$ cat src/shared/ocp_pkg.sv
// Shared constants for the OTP manual command port
package ocp_pkg;
  // Register byte offsets
  localparam logic [7:0] OFS_CTRL  = 8'h00;
  localparam logic [7:0] OFS_ADDR  = 8'h04;
  localparam logic [7:0] OFS_WDATA = 8'h08;
  localparam logic [7:0] OFS_RDATA = 8'h0C;
  localparam logic [7:0] OFS_DSEL  = 8'h10;
  localparam logic [7:0] OFS_KEY   = 8'h14;
  localparam logic [7:0] OFS_START = 8'h18;
  localparam logic [7:0] OFS_STS   = 8'h1C;
  localparam logic [7:0] OFS_CMD   = 8'h20;
  // Control register fields
  localparam int CTRL_EN   = 7;
  localparam int CTRL_MRB  = 6;
  localparam int CTRL_MRA  = 5;
  localparam int CTRL_MSEL = 4;
  localparam int CTRL_ALLB = 3;
  localparam logic ALLB_RST = 1'h1;
  // Address field width
  localparam int ADDR_W = 11;
  // Data select fields
  localparam int BE_LSB = 4;
  localparam int BE_W   = 4;
  localparam logic [3:0] BE_RST = 4'hF;
  localparam int SEL_W  = 3;
  // Command register fields
  localparam int CMD_W    = 4;
  localparam int PGM_MODE = 4;
  // Status register fields
  localparam int STS_BUSY = 0;
  localparam int STS_MEN  = 1;
  // Start strobe bit and unlock key
  localparam int START_BIT = 0;
  localparam logic [7:0] KEY_UNLOCK = 8'h97;
  // Command codes
  localparam logic [3:0] CMD_WRITE = 4'h7;
  localparam logic [3:0] CMD_AUX   = 4'hB;
  localparam logic [3:0] CMD_PGMA  = 4'hE;
  // Read bus select codes
  localparam logic [2:0] SEL_Q   = 3'h0;
  localparam logic [2:0] SEL_SR  = 3'h1;
  localparam logic [2:0] SEL_RR  = 3'h2;
  localparam logic [2:0] SEL_MR  = 3'h3;
  localparam logic [2:0] SEL_MRA = 3'h4;
  localparam logic [2:0] SEL_MRB = 3'h5;
  // Command stage timing
  localparam int CLK_PS      = 25000;
  localparam int T_PULSE_PS  = 50000;
  localparam int T_RECOV_PS  = 65900;
  localparam int PULSE_CYC   = (T_PULSE_PS + CLK_PS - 1) / CLK_PS;
  localparam int RECOV_CYC   = (T_RECOV_PS + CLK_PS - 1) / CLK_PS;
endpackage : ocp_pkg

$ cat src/rtl/ocp_cmd_port.sv
// Register front end issuing manual commands to the OTP macro
//
// Chosen here: strobed register access and the address map.
`timescale 1ns/1ps
// Operation
// - Start-up loader powers macro around config read
// - Aux B select follows bit 6 during command
// - Aux A select follows bit 5 during command
// - Mode select follows bit 4 during command
// - All-banks bit resets to one
// - Differential assist: even true, odd inverted
// - Mode writes copy low half uninverted
// - Mode register reads zero the top half
// - Byte enables reset all ones, assist only
// - Enables 3 and 2 guard upper bytes
// - Selector codes pick the read bus
// - Start strobe runs command, reads zero, locked
// - Busy high from start to completion
module ocp_cmd_port (
  input  wire logic        clk_sys,    // System clock
  input  wire logic        rst,        // Synchronous reset
  input  wire logic [7:0]  reg_addr,   // Register byte address
  input  wire logic [31:0] reg_wdata,  // Register write data
  input  wire logic        reg_wr,     // Write strobe
  input  wire logic        reg_rd,     // Read strobe
  output logic      [31:0] reg_rdata,  // Read data, cycle after strobe
  input  wire logic        boot_start, // Loader begins config read
  input  wire logic        boot_end,   // Loader finished config read
  input  wire logic [31:0] mac_q,      // Macro normal read data
  input  wire logic [31:0] mac_sr,     // Macro status bus
  input  wire logic [31:0] mac_rr,     // Macro second read bus
  input  wire logic [15:0] mac_mr,     // Main mode register value
  input  wire logic [15:0] mac_mra,    // Aux mode A value
  input  wire logic [15:0] mac_mrb,    // Aux mode B value
  output logic             mac_en,     // Macro enable
  output logic             mac_mrb_s,  // Aux mode B select
  output logic             mac_mra_s,  // Aux mode A select
  output logic             mac_msel,   // Mode select
  output logic             mac_allb,   // All banks select
  output logic [10:0]      mac_addr,   // Macro word address
  output logic [31:0]      mac_wdata,  // Macro write data
  output logic [31:0]      mac_bmask,  // Per-bit program enable
  output logic [3:0]       mac_cmd,    // Macro command code
  output logic             mac_pulse,  // Command pulse stage
  output logic             busy        // Manual command in flight
);
  // Reset image of the control byte: only all-banks set
  localparam logic [4:0] CTRL_RST5 = {4'h0, ocp_pkg::ALLB_RST};

  typedef struct packed {
    logic        en;        // Macro enable by software
    logic        mrb;       // Aux B select
    logic        mra;       // Aux A select
    logic        msel;      // Mode select
    logic        allb;      // All banks
    logic [10:0] addr;      // Command address
    logic [31:0] wdata;     // Write word
    logic [3:0]  be;        // Program byte enables
    logic [2:0]  sel;       // Read bus select
    logic [7:0]  key;       // Protection key
    logic [3:0]  cmd;       // Command code
    logic        pgm_mode;  // 1 single, 0 differential
    logic        busy;      // Command in flight
    logic        boot_en;   // Loader holds macro on
    logic [31:0] rdata;     // Bus read data
    logic        m_en;      // Macro pins, registered
    logic        m_mrb;
    logic        m_mra;
    logic        m_msel;
    logic        m_allb;
    logic [10:0] m_addr;
    logic [31:0] m_wdata;
    logic [31:0] m_bmask;
    logic [3:0]  m_cmd;
    logic        m_pulse;
  } ocp_top_st_t;

  ocp_top_st_t st_ff, nxt_st;

  logic        go;        // Accepted start strobe
  logic        seq_pulse; // Sequencer pulse stage
  logic        seq_odd;   // Sequencer on odd word
  logic        seq_done;  // Sequencer finished
  logic [31:0] rd_word;   // Selected read bus word
  logic [31:0] be_mask;   // Byte enables spread to bits
  logic        is_pgma;   // Current command is assist
  logic        is_mode;   // Current command writes a mode register
  logic        wr_start;  // Write hits start strobe with a one

  // Spread each byte enable over its byte
  for (genvar g = 0; g < ocp_pkg::BE_W; g++) begin : g_be
    assign be_mask[8*g +: 8] = {8{st_ff.be[g]}};
  end

  assign is_pgma = (st_ff.cmd == ocp_pkg::CMD_PGMA);
  assign is_mode = (st_ff.cmd == ocp_pkg::CMD_AUX) ||
                   (st_ff.cmd == ocp_pkg::CMD_WRITE && st_ff.msel);
  assign wr_start = reg_wr && (reg_addr == ocp_pkg::OFS_START) &&
                    reg_wdata[ocp_pkg::START_BIT];
  // Locked key or a running command drops the strobe
  assign go = wr_start && !st_ff.busy &&
              (st_ff.key == ocp_pkg::KEY_UNLOCK);

  ocp_seq #(
    .PULSE (ocp_pkg::PULSE_CYC),
    .RECOV (ocp_pkg::RECOV_CYC)
  ) u_seq (
    .clk_sys (clk_sys),
    .rst     (rst),
    .go      (go),
    .pair    (is_pgma && !st_ff.pgm_mode),
    .pulse   (seq_pulse),
    .odd     (seq_odd),
    .done    (seq_done)
  );

  ocp_rdmux u_rdmux (
    .clk_sys (clk_sys),
    .rst     (rst),
    .sel     (st_ff.sel),
    .q       (mac_q),
    .sr      (mac_sr),
    .rr      (mac_rr),
    .mr      (mac_mr),
    .mra     (mac_mra),
    .mrb     (mac_mrb),
    .rdata   (rd_word)
  );

  // Register writes, command control and macro pin drive
  always_comb begin
    nxt_st = st_ff;
    // Writes are held off while a command runs so pins stay stable
    if (reg_wr && !st_ff.busy) begin
      case (reg_addr)
        ocp_pkg::OFS_CTRL: begin
          nxt_st.en   = reg_wdata[ocp_pkg::CTRL_EN];
          nxt_st.mrb  = reg_wdata[ocp_pkg::CTRL_MRB];
          nxt_st.mra  = reg_wdata[ocp_pkg::CTRL_MRA];
          nxt_st.msel = reg_wdata[ocp_pkg::CTRL_MSEL];
          nxt_st.allb = reg_wdata[ocp_pkg::CTRL_ALLB];
        end
        ocp_pkg::OFS_ADDR:
          nxt_st.addr = reg_wdata[ocp_pkg::ADDR_W-1:0];
        ocp_pkg::OFS_WDATA: nxt_st.wdata = reg_wdata;
        ocp_pkg::OFS_DSEL: begin
          nxt_st.be  = reg_wdata[ocp_pkg::BE_LSB +: ocp_pkg::BE_W];
          nxt_st.sel = reg_wdata[ocp_pkg::SEL_W-1:0];
        end
        ocp_pkg::OFS_KEY: nxt_st.key = reg_wdata[7:0];
        ocp_pkg::OFS_CMD: begin
          nxt_st.cmd      = reg_wdata[ocp_pkg::CMD_W-1:0];
          nxt_st.pgm_mode = reg_wdata[ocp_pkg::PGM_MODE];
        end
        default: ;
      endcase
    end
    // Busy spans start to completion
    if (go) nxt_st.busy = 1'b1;
    else if (seq_done) nxt_st.busy = 1'b0;
    // Loader powers the macro around its read
    if (boot_start) nxt_st.boot_en = 1'b1;
    else if (boot_end) nxt_st.boot_en = 1'b0;
    nxt_st.m_en = st_ff.en | st_ff.boot_en;
    // Aux and mode selects follow control only while a command runs; all banks always
    nxt_st.m_mrb  = st_ff.busy & st_ff.mrb;
    nxt_st.m_mra  = st_ff.busy & st_ff.mra;
    nxt_st.m_msel = st_ff.busy & st_ff.msel;
    nxt_st.m_allb = st_ff.allb;
    nxt_st.m_cmd  = st_ff.cmd;
    nxt_st.m_pulse = seq_pulse;
    nxt_st.m_addr  = st_ff.addr;
    nxt_st.m_wdata = st_ff.wdata;
    nxt_st.m_bmask = {32{1'b1}};
    if (is_pgma) begin
      // Enables matter only for assist
      nxt_st.m_bmask = be_mask;
      if (!st_ff.pgm_mode) begin
        // Pair: even true, odd inverted, bit 0 ignored
        nxt_st.m_addr  = {st_ff.addr[ocp_pkg::ADDR_W-1:1], seq_odd};
        nxt_st.m_wdata = seq_odd ? ~st_ff.wdata : st_ff.wdata;
      end
    end else if (is_mode) begin
      // Low half passes as written, top cleared
      nxt_st.m_wdata = {16'h0000, st_ff.wdata[15:0]};
    end
    // Read data stands only in the cycle after the strobe
    nxt_st.rdata = 32'h0000_0000;
    if (reg_rd) begin
      case (reg_addr)
        ocp_pkg::OFS_CTRL: begin
          nxt_st.rdata[ocp_pkg::CTRL_EN]   = st_ff.en;
          nxt_st.rdata[ocp_pkg::CTRL_MRB]  = st_ff.mrb;
          nxt_st.rdata[ocp_pkg::CTRL_MRA]  = st_ff.mra;
          nxt_st.rdata[ocp_pkg::CTRL_MSEL] = st_ff.msel;
          nxt_st.rdata[ocp_pkg::CTRL_ALLB] = st_ff.allb;
        end
        ocp_pkg::OFS_ADDR:
          nxt_st.rdata[ocp_pkg::ADDR_W-1:0] = st_ff.addr;
        ocp_pkg::OFS_WDATA: nxt_st.rdata = st_ff.wdata;
        ocp_pkg::OFS_RDATA: nxt_st.rdata = rd_word;
        ocp_pkg::OFS_DSEL: begin
          nxt_st.rdata[ocp_pkg::BE_LSB +: ocp_pkg::BE_W] = st_ff.be;
          nxt_st.rdata[ocp_pkg::SEL_W-1:0] = st_ff.sel;
        end
        ocp_pkg::OFS_KEY: nxt_st.rdata[7:0] = st_ff.key;
        ocp_pkg::OFS_CMD: begin
          nxt_st.rdata[ocp_pkg::CMD_W-1:0] = st_ff.cmd;
          nxt_st.rdata[ocp_pkg::PGM_MODE]  = st_ff.pgm_mode;
        end
        ocp_pkg::OFS_STS: begin
          nxt_st.rdata[ocp_pkg::STS_BUSY] = st_ff.busy;
          nxt_st.rdata[ocp_pkg::STS_MEN]  = st_ff.m_en;
        end
        // Start strobe and unmapped words read zero
        default: ;
      endcase
    end
  end

  // State register with documented reset values
  always_ff @(posedge clk_sys) begin
    if (rst) begin
      st_ff      <= '0;
      {st_ff.en, st_ff.mrb, st_ff.mra, st_ff.msel,
       st_ff.allb} <= CTRL_RST5;
      st_ff.be   <= ocp_pkg::BE_RST;
    end else begin
      st_ff <= nxt_st;
    end
  end

  // Outputs straight from the state register
  assign reg_rdata = st_ff.rdata;
  assign mac_en    = st_ff.m_en;
  assign mac_mrb_s = st_ff.m_mrb;
  assign mac_mra_s = st_ff.m_mra;
  assign mac_msel  = st_ff.m_msel;
  assign mac_allb  = st_ff.m_allb;
  assign mac_addr  = st_ff.m_addr;
  assign mac_wdata = st_ff.m_wdata;
  assign mac_bmask = st_ff.m_bmask;
  assign mac_cmd   = st_ff.m_cmd;
  assign mac_pulse = st_ff.m_pulse;
  assign busy      = st_ff.busy;
endmodule : ocp_cmd_port

$ cat src/rtl/ocp_seq.sv
// Stage sequencer for one manual command to the memory macro
`timescale 1ns/1ps
module ocp_seq #(
  parameter int PULSE = ocp_pkg::PULSE_CYC, // Pulse stage cycles
  parameter int RECOV = ocp_pkg::RECOV_CYC  // Recovery stage cycles
) (
  input  wire logic clk_sys, // System clock
  input  wire logic rst,     // Synchronous reset
  input  wire logic go,      // Start one command
  input  wire logic pair,    // Two-word differential program
  output logic      pulse,   // Pulse stage active
  output logic      odd,     // Second word of a pair
  output logic      done     // Command finished, one cycle
);
  // Counts must fit the 8-bit stage counter
  if (PULSE < 1 || PULSE > 255 || RECOV < 1 || RECOV > 255) begin : g_bad
    $error("ocp_seq: stage counts must be 1..255");
  end

  typedef enum logic [1:0] {S_IDLE, S_PULSE, S_RECOV} ocp_stage_t;

  typedef struct packed {
    ocp_stage_t stage; // Current stage
    logic [7:0] cnt;   // Cycles left in stage after this one
    logic       odd;   // Working on odd word
    logic       pair;  // Pair requested
    logic       done;  // Completion pulse
  } ocp_seq_st_t;

  ocp_seq_st_t st_ff, nxt_st;

  // Next state of the stage walk
  always_comb begin
    nxt_st = st_ff;
    nxt_st.done = 1'b0;
    case (st_ff.stage)
      S_IDLE: begin
        if (go) begin
          nxt_st.stage = S_PULSE;
          nxt_st.cnt   = 8'(PULSE - 1);
          nxt_st.odd   = 1'b0;
          nxt_st.pair  = pair;
        end
      end
      S_PULSE: begin
        if (st_ff.cnt == 8'h00) begin
          nxt_st.stage = S_RECOV;
          nxt_st.cnt   = 8'(RECOV - 1);
        end else nxt_st.cnt = st_ff.cnt - 8'h01;
      end
      S_RECOV: begin
        if (st_ff.cnt != 8'h00) nxt_st.cnt = st_ff.cnt - 8'h01;
        else if (st_ff.pair && !st_ff.odd) begin
          // Even word done, odd word follows
          nxt_st.stage = S_PULSE;
          nxt_st.cnt   = 8'(PULSE - 1);
          nxt_st.odd   = 1'b1;
        end else begin
          nxt_st.stage = S_IDLE;
          nxt_st.done  = 1'b1;
        end
      end
      default: nxt_st.stage = S_IDLE;
    endcase
  end

  // State register
  always_ff @(posedge clk_sys) begin
    if (rst) st_ff <= '0;
    else st_ff <= nxt_st;
  end

  assign pulse = (st_ff.stage == S_PULSE);
  assign odd   = st_ff.odd;
  assign done  = st_ff.done;
endmodule : ocp_seq

$ cat src/rtl/ocp_rdmux.sv
// Read bus selector feeding the read word register
`timescale 1ns/1ps
module ocp_rdmux (
  input  wire logic        clk_sys, // System clock
  input  wire logic        rst,     // Synchronous reset
  input  wire logic [2:0]  sel,     // Read bus select
  input  wire logic [31:0] q,       // Normal read data
  input  wire logic [31:0] sr,      // Status bus
  input  wire logic [31:0] rr,      // Second read bus
  input  wire logic [15:0] mr,      // Main mode register
  input  wire logic [15:0] mra,     // Aux mode A
  input  wire logic [15:0] mrb,     // Aux mode B
  output logic      [31:0] rdata    // Registered read word
);
  typedef struct packed {
    logic [31:0] rdata; // Captured word
  } ocp_rd_st_t;

  ocp_rd_st_t st_ff, nxt_st;

  // Route one bus; mode registers are zero extended
  always_comb begin
    nxt_st = st_ff;
    case (sel)
      ocp_pkg::SEL_Q:   nxt_st.rdata = q;
      ocp_pkg::SEL_SR:  nxt_st.rdata = sr;
      ocp_pkg::SEL_RR:  nxt_st.rdata = rr;
      ocp_pkg::SEL_MR:  nxt_st.rdata = {16'h0000, mr};
      ocp_pkg::SEL_MRA: nxt_st.rdata = {16'h0000, mra};
      ocp_pkg::SEL_MRB: nxt_st.rdata = {16'h0000, mrb};
      default:          nxt_st.rdata = 32'h0000_0000;
    endcase
  end

  // Capture register
  always_ff @(posedge clk_sys) begin
    if (rst) st_ff <= '0;
    else st_ff <= nxt_st;
  end

  assign rdata = st_ff.rdata;
endmodule : ocp_rdmux

$ cat config.mk
export PLATFORM = sky130hd
export DESIGN_NAME = ocp_cmd_port
export DESIGN_NICKNAME = d
export VERILOG_FILES = /design/src/shared/ocp_pkg.sv /design/src/rtl/ocp_cmd_port.sv /design/src/rtl/ocp_seq.sv /design/src/rtl/ocp_rdmux.sv
export SDC_FILE = /design/constraint.sdc
export NUM_CORES = 1
export LEC_CHECK = 0
export BUFFER_PORTS_ARGS = -buffer_cell sky130_fd_sc_hd__buf_2
export CAP_MARGIN = 20
export CORE_MARGIN = 4
export CORE_UTILIZATION = 52
export DETAILED_ROUTE_END_ITERATION = 7
export PLACE_DENSITY_LB_ADDON = 0.1
export SLEW_MARGIN = 20
export SYNTH_ARGS = -nofsm -noshare
export SYNTH_HDL_FRONTEND = slang
export SYNTH_HIERARCHICAL = 1
export SYNTH_SLANG_ARGS = --single-unit
$ cat constraint.sdc
create_clock -name clk_sys -period 2.7 [get_ports clk_sys]
set_clock_uncertainty 0.1 [all_clocks]
set_input_delay 0.135 -clock clk_sys [delete_from_list [all_inputs] [get_ports clk_sys]]
set_output_delay 0.135 -clock clk_sys [all_outputs]
set_load 0.03 [all_outputs]
==> impl_metrics.toml, run 1 <==
[placed_design]
gp_routability_congestion = 0.884
post-place-ws_ps = 396
port_buffers = 307
dp_hpwl_um = 20500

[clocking]
tritoncts = "done"
cts.reportedPaths.clkPinSlew_ps = 60
cts_buffers = 21
cts.sinks = 204
htree_levels = 1
cts_root_buf = "clkbuf_16"
cts_max_path_buffers = 3
insertion_delay_ps = 490

[routing]
ant_nets = 0
topRoutingLayerUsed = "met4"
wl_met2_um = 13800
wl_met1_um = 11600
wl_met3_um = 2310
dr.pass1.iters = 7
dr_total_vias = 8448
drt_iter0_markers = 612
drcViolationCount = 0
via_per_inst = 5.40
wire_per_inst_um = 18.3
wirelength_um = 28600

[yosys]
synth_xor_area_frac = 0.0144
synthArstFlopShare = 0
yosys.area_share.simple = 0.169
synth_top_family_by_area = "simple AND/OR/NAND/NOR gates"
yosysSeqAreaShare = 0.419
syn-num-nets = 1221
ys_warn_count = 6
synth_edf_count = 0
ys_ff_latch = 204
syn-instance-count = 1025
syn_area_per_cell_um2 = 9.51
synth_mux_area_frac = 0.146
synth-compound-area-share = 0.117
synth.distinct_cells = 69
syn_area_um2 = 9750
synth-main-ff-cell = "dfxtp_1"
synthAdderAreaFrac = 0.00770

[die]
core_area_um2 = 18200
pin_count = 308
start_util = 0.535
rows = 49
die_area_um2 = 21000
die_h_um = 145
die_w_um = 145

[power_and_ir_drop]
ir_drop_mv = 0.329
p_leak_nw = 5.27
total_power_mw = 6.82
power_density_nw_per_um2 = 549

[sta]
max_freq_mhz = 394
min_period_ps = 2540
hold_violations = 0
worstMarginPinSlew_ps = 802
maxSlewViolCount = 0
final.period_utilization = 0.941
setup_violations = 0
relSlewSlack = 0.465
rsz0062_at_grt = "false"
fin_tns_setup_ps = 0
setup_slack_ps = 159

[setup_path]
worstPathArrival_ps = 2820
crit_fanout = 24
cp_data_required_time_ps = 2980
slowest_stage = "dfxtp_2"
path_class = "flop to flop"
start_kind = "flop"
cp-end-kind = "flop"
cpPeakStageDelay_ps = 740
cp_cell_sequence = "buf_12 -> buf_4 -> mux2_2 -> nand2_1 -> a21oi_1 -> dlygate4sd3_1"

[global_route]
overflow = 0
grt_pass1_wl_um = 45100
antenna_found_initial = 3
grt_max_degree = 82
first_global_vias = 8484
grt_util_all_layers = 0.260

[worst_hold_path]
min_path_type = "input port to flop"

[outcome]
status = "finished clean"

[layout]
drive_above_1_share = 0.321
syn2layout_area_growth_pct = 27.5
num-nets-final = 1513
final_util = 0.683

[flow_run]
cap_violations = 0
routing by layer:
layer  vias up  global-route usage
met5         -                   0
met4         0              0.0869
met3        61              0.0527
met2       412               0.453
met1      3956               0.324
li1       4019                   -
stage by stage:
stage / area, um2 / hold WS (ps) / std cells
global route: 12400 / 17.7 / 1562
global placement: 10700 / 240 / 1417
floorplan: 9750 / 152 / 1025
CTS: 12400 / 1.88 / 1559
detailed placement: 10700 / 248 / 1417
finish: 12400 / 19.8 / 1563
state kept, by name, indices dropped and copies added (netlist names), 4 cells and up:
signal and count:
reg_rdata 32, u_seq/st_ff 11, nxt_st 5, mac_addr 11, mac_bmask 4, be_mask 4
st_ff 60, mac_cmd 4, mac_wdata 32, u_rdmux/rdata 32
cell type report:
class | count | area [um2]
Sequential cell | 204 | 4090
Antenna cell | 4 | 10.0
Multi-Input combinational cell | 628 | 4430
Inverter | 21 | 78.8
Fill cell | 1450 | 5780
Timing Repair Buffer | 441 | 2850
Clock buffer | 29 | 596
Clock inverter | 7 | 88.8
Tap cell | 229 | 287
synth_stat cells, drive strengths merged, types with 3 or more instances:
cell / instances / area share
a211o: 12 / 0.011
a21boi: 6 / 0.0062
a21oi: 65 / 0.033
a22oi: 30 / 0.023
a311oi: 3 / 0.0040
a31oi: 5 / 0.0032
a32o: 6 / 0.0062
a32oi: 3 / 0.0027
and2: 6 / 0.0041
buf: 142 / 0.11
clkbuf: 30 / 0.012
dfxtp: 204 / 0.42
ha: 6 / 0.0077
inv: 21 / 0.0081
mux2: 26 / 0.030
mux2i: 81 / 0.083
mux4: 13 / 0.033
nand2: 52 / 0.020
nand2b: 24 / 0.015
nand3: 26 / 0.013
nand4: 6 / 0.0054
nor2: 130 / 0.050
nor2b: 29 / 0.019
nor3: 7 / 0.0047
nor3b: 3 / 0.0028
nor4: 7 / 0.0091
nor4b: 6 / 0.0082
o211ai: 4 / 0.0031
o21ai: 14 / 0.0072
o22ai: 7 / 0.0045
o2bb2ai: 3 / 0.0027
or2: 4 / 0.0026
or4: 3 / 0.0023
xnor2: 16 / 0.014
final timing paths:
check	start	end	slack, ps	depth (start not counted)
worst max-delay path	st_ff[132]	u_rdmux/rdata[17]	160	6
worst min-delay path	mac_sr[8]	u_rdmux/rdata[8]	20	4
worst max register to register	st_ff[132]	u_rdmux/rdata[17]	160	6
worst min register to register	u_rdmux/rdata[7]	reg_rdata[7]	350	2
power by group:
part           leakage [nW]  internal, mW  total [mW]  switching [mW]
Clock                 0.341          1.73        2.87            1.14
Combinational          3.27         0.401       0.835           0.434
Sequential             1.65          3.07        3.12          0.0517
Total                  5.27          5.19        6.82            1.62
worst max-delay path: cells and delay by family, from the launching register on:
family | cells | cell delay [ps]
AND/OR/NAND/NOR | 1 | 80
buffers and inverters | 3 | 1050
flip-flops | 1 | 740
AO/OA/AOI/OAI | 1 | 80
multiplexers | 1 | 360
layout by cell type (no fill, tap or decap), types with 4 or more instances in the layout:
master,Yosys,final
mux2i_1,81,81
clkbuf_8,0,4
a22oi_1,30,30
clkbuf_1,29,4
clkbuf_16,0,21
buf_2,15,306
nand4_1,5,5
a21boi_2,4,4
a211o_1,12,12
o21ai_0,11,11
nand2b_1,24,24
a32o_1,6,6
dlygate4sd3_1,0,106
o211ai_1,4,4
or2_2,4,4
mux2_2,26,26
and2_1,5,5
diode_2,0,4
nor2_1,130,130
nor3_1,6,6
a31oi_1,5,4
inv_1,21,21
xnor2_1,16,16
dfxtp_1,204,203
ha_1,6,6
nand3_1,26,26
nor2b_1,29,29
o22ai_1,7,7
clkinv_2,0,4
a21oi_1,65,65
nand2_1,52,52
mux4_1,7,7
buf_4,113,25
mux4_2,6,6
cells by family (layout without fill, tap and decap cells):
group	after synthesis	in the layout
AOI/OAI and AO/OA	169	169
xor gates and xnor gates	16	16
adders and majority gates	6	6
buffers and inverters	193	498
DFF	204	204
muxes	120	120
other	0	4
and+or+nand+nor	317	317
what timing repair did:
item / CTS / global route
hold buffers: 106 / 0
hold endpoints to repair: 105 / 0
buffers inserted: 0 / 0
resized for setup: 0 / 3
setup endpoints to repair: 0 / 1
No activity file was read; power rests on OpenSTA's default activity.
==> inputs of run 2 (changes only) <==
--- a/config.mk
+++ b/config.mk
@@ -7,8 +7,10 @@
 export LEC_CHECK = 0
 export BUFFER_PORTS_ARGS = -buffer_cell sky130_fd_sc_hd__buf_2
 export CAP_MARGIN = 20
+export CELL_PAD_IN_SITES_DETAIL_PLACEMENT = 1
+export CELL_PAD_IN_SITES_GLOBAL_PLACEMENT = 2
 export CORE_MARGIN = 4
-export CORE_UTILIZATION = 52
+export CORE_UTILIZATION = 30
 export DETAILED_ROUTE_END_ITERATION = 7
 export PLACE_DENSITY_LB_ADDON = 0.1
 export SLEW_MARGIN = 20
==> run 2 against run 1 <==
Net effect: clock power is 8.7% higher; cell count is 13% higher; critical path depth up 2; register-to-register slack gained 30 ps; highest routed layer is now met5.
==> impl_metrics.toml, run 2 (same netlist as run 1, synthesis figures left out) <==
[outcome]
status = "finished clean"

[die]
die_h_um = 188
rows = 65
die_w_um = 188
die_area_um2 = 35500
start_util = 0.307
pin_count = 308
core_area_um2 = 31800

[layout]
final_common_cell = "buf_2"
ff_latch_area_um2 = 4090
diodes = 0
num-nets-final = 1514
finalNonFillerCells = 1769
multiInputGateArea_um2 = 4430
final_cell_mix = "buf_2 (306), dfxtp_1 (203), nor2_1 (129)"
syn2layout_area_growth_pct = 31.0
fillers = 3722
largest_register_ff_count = 60
drive_above_1_share = 0.324
top_register = "st_ff"

[sta]
setup_slack_ps = 165
fin_tns_setup_ps = 0
max_freq_mhz = 395
worstMarginPinSlew_ps = 689
maxSlewViolCount = 0
hold_violations = 0
min_period_ps = 2530
setup_violations = 0
rsz0062_at_grt = "false"
relSlewSlack = 0.540
final.period_utilization = 0.939

[setup_path]
r2r_start = "st_ff[132]"
cp_cell_sequence = "dlygate4sd3_1 -> buf_2 -> or3_1 -> nor4_4 -> buf_12 -> mux2i_1 -> nor2_1 -> dlygate4sd3_1"
path_class = "input port to flop"
startpoint = "reg_addr[7]"
crit_fanout = 26
start_kind = "input port"
crit_cells = 8
r2r_end = "u_rdmux/rdata[3]"
worstPathArrival_ps = 2830
worst-r2r-cell-count = 5
cp-end-kind = "flop"
cpMostUsedCell = "dlygate4sd3_1"
cp_top_family = "buffers and inverters"
cp_num_buf_inv = 4
slowest_stage = "dlygate4sd3_1"
cpPeakStageDelay_ps = 580
endpoint = "st_ff[167]"
cp_data_required_time_ps = 2990
rrSetupSlack_ps = 190

[clocking]
tritoncts = "done"
cts.reportedPaths.clkPinSlew_ps = 60
cts_resized = 0
cts_root_buf = "clkbuf_16"
post_cts_buffers = 0
cts_max_path_buffers = 3
htree_levels = 1
cts.sinks = 204
cts_buffers = 23
holdBufCountCts = 104
insertion_delay_ps = 520

[global_route]
grt_pass1_wl_um = 52400
grt_max_degree = 112
overflow = 0
grt_util_all_layers = 0.188
first_global_vias = 8752
antenna_found_initial = 6

[placed_design]
gp_routability_congestion = 0.854
post-place-ws_ps = 332
port_buffers = 307
dp_hpwl_um = 26200
place_inst = 1623

[routing]
dr.pass1.iters = 4
drt_iter0_markers = 347
ant_nets = 0
dr_total_vias = 8284
via_per_inst = 4.68
wire_per_inst_um = 19.6
wirelength_um = 34700
drcViolationCount = 0

[power_and_ir_drop]
p_leak_nw = 5.35
power_density_nw_per_um2 = 555
ir_drop_mv = 0.369

[flow_run]
cap_violations = 0

[worst_hold_path]
min_path_type = "input port to flop"
[run 2: cell count changes in the layout (fill, tap and decap cells not counted), moves of 2 or more]
cell,change
clkbuf_8,+4
buf_4,-2
buf_12,+3
clkbuf_16,+2
diode_2,-4
[run 2: layout make-up]
class,instances,share of cell area
Clock buffer,35,0.0549
Clock inverter,6,0.00461
Inverter,21,0.00617
Timing Repair Buffer,440,0.225
Sequential cell,204,0.320
Tap cell,435,0.0426
Multi-Input combinational cell,628,0.347
[run 2: power by group]
group | leakage [nW] | switching [mW] | internal (mW)
sequential | 1.65 | 0.0504 | 3.07
combinational | 3.31 | 0.453 | 0.401
clock | 0.380 | 1.24 | 1.88
total | 5.35 | 1.74 | 5.34
[run 2: stage by stage]
| step | hold WS [ps] | area, um2 | util | power (mW) |
|---|---|---|---|---|
| floorplan | 152 | 9750 | - | 3.62 |
| detailed placement | 253 | 11000 | 0.345 | 3.93 |
| global route | 4.50 | 12800 | 0.402 | 7.41 |
| finish | 12.1 | 12800 | 0.402 | 7.09 |
| CTS | 4.55 | 12800 | 0.401 | 7.21 |
| global placement | 244 | 11000 | 0.345 | 3.92 |
[run 2: worst min path at each step]
stage	end	slack [ps]	cells after the start	start
after floorplan	st_ff[117]	150	2	boot_start
after global placement	st_ff[117]	240	3	boot_start
after detailed placement	st_ff[117]	250	3	boot_start
after CTS	u_rdmux/rdata[1]	5	4	mac_mrb[1]
after global routing	u_rdmux/rdata[15]	5	3	mac_mrb[15]
final	u_rdmux/rdata[15]	10	3	mac_mrb[15]
[run 2: tightest hold or removal path, delay by kind of cell]
kind | cells | cell delay (ps)
AOI/OAI and AO/OA | 1 | 140
buffers and inverters | 1 | 100
muxes | 1 | 160
[run 2: routing by layer]
| layer | vias to the layer above | wire [um] | track usage |
|---|---|---|---|
| li1 | 4027 | - | - |
| met1 | 3944 | 15500 | 0.249 |
| met2 | 268 | 16700 | 0.322 |
| met3 | 39 | 2100 | 0.0383 |
| met4 | 6 | 448 | 0.0316 |
| met5 | - | 34 | 0 |
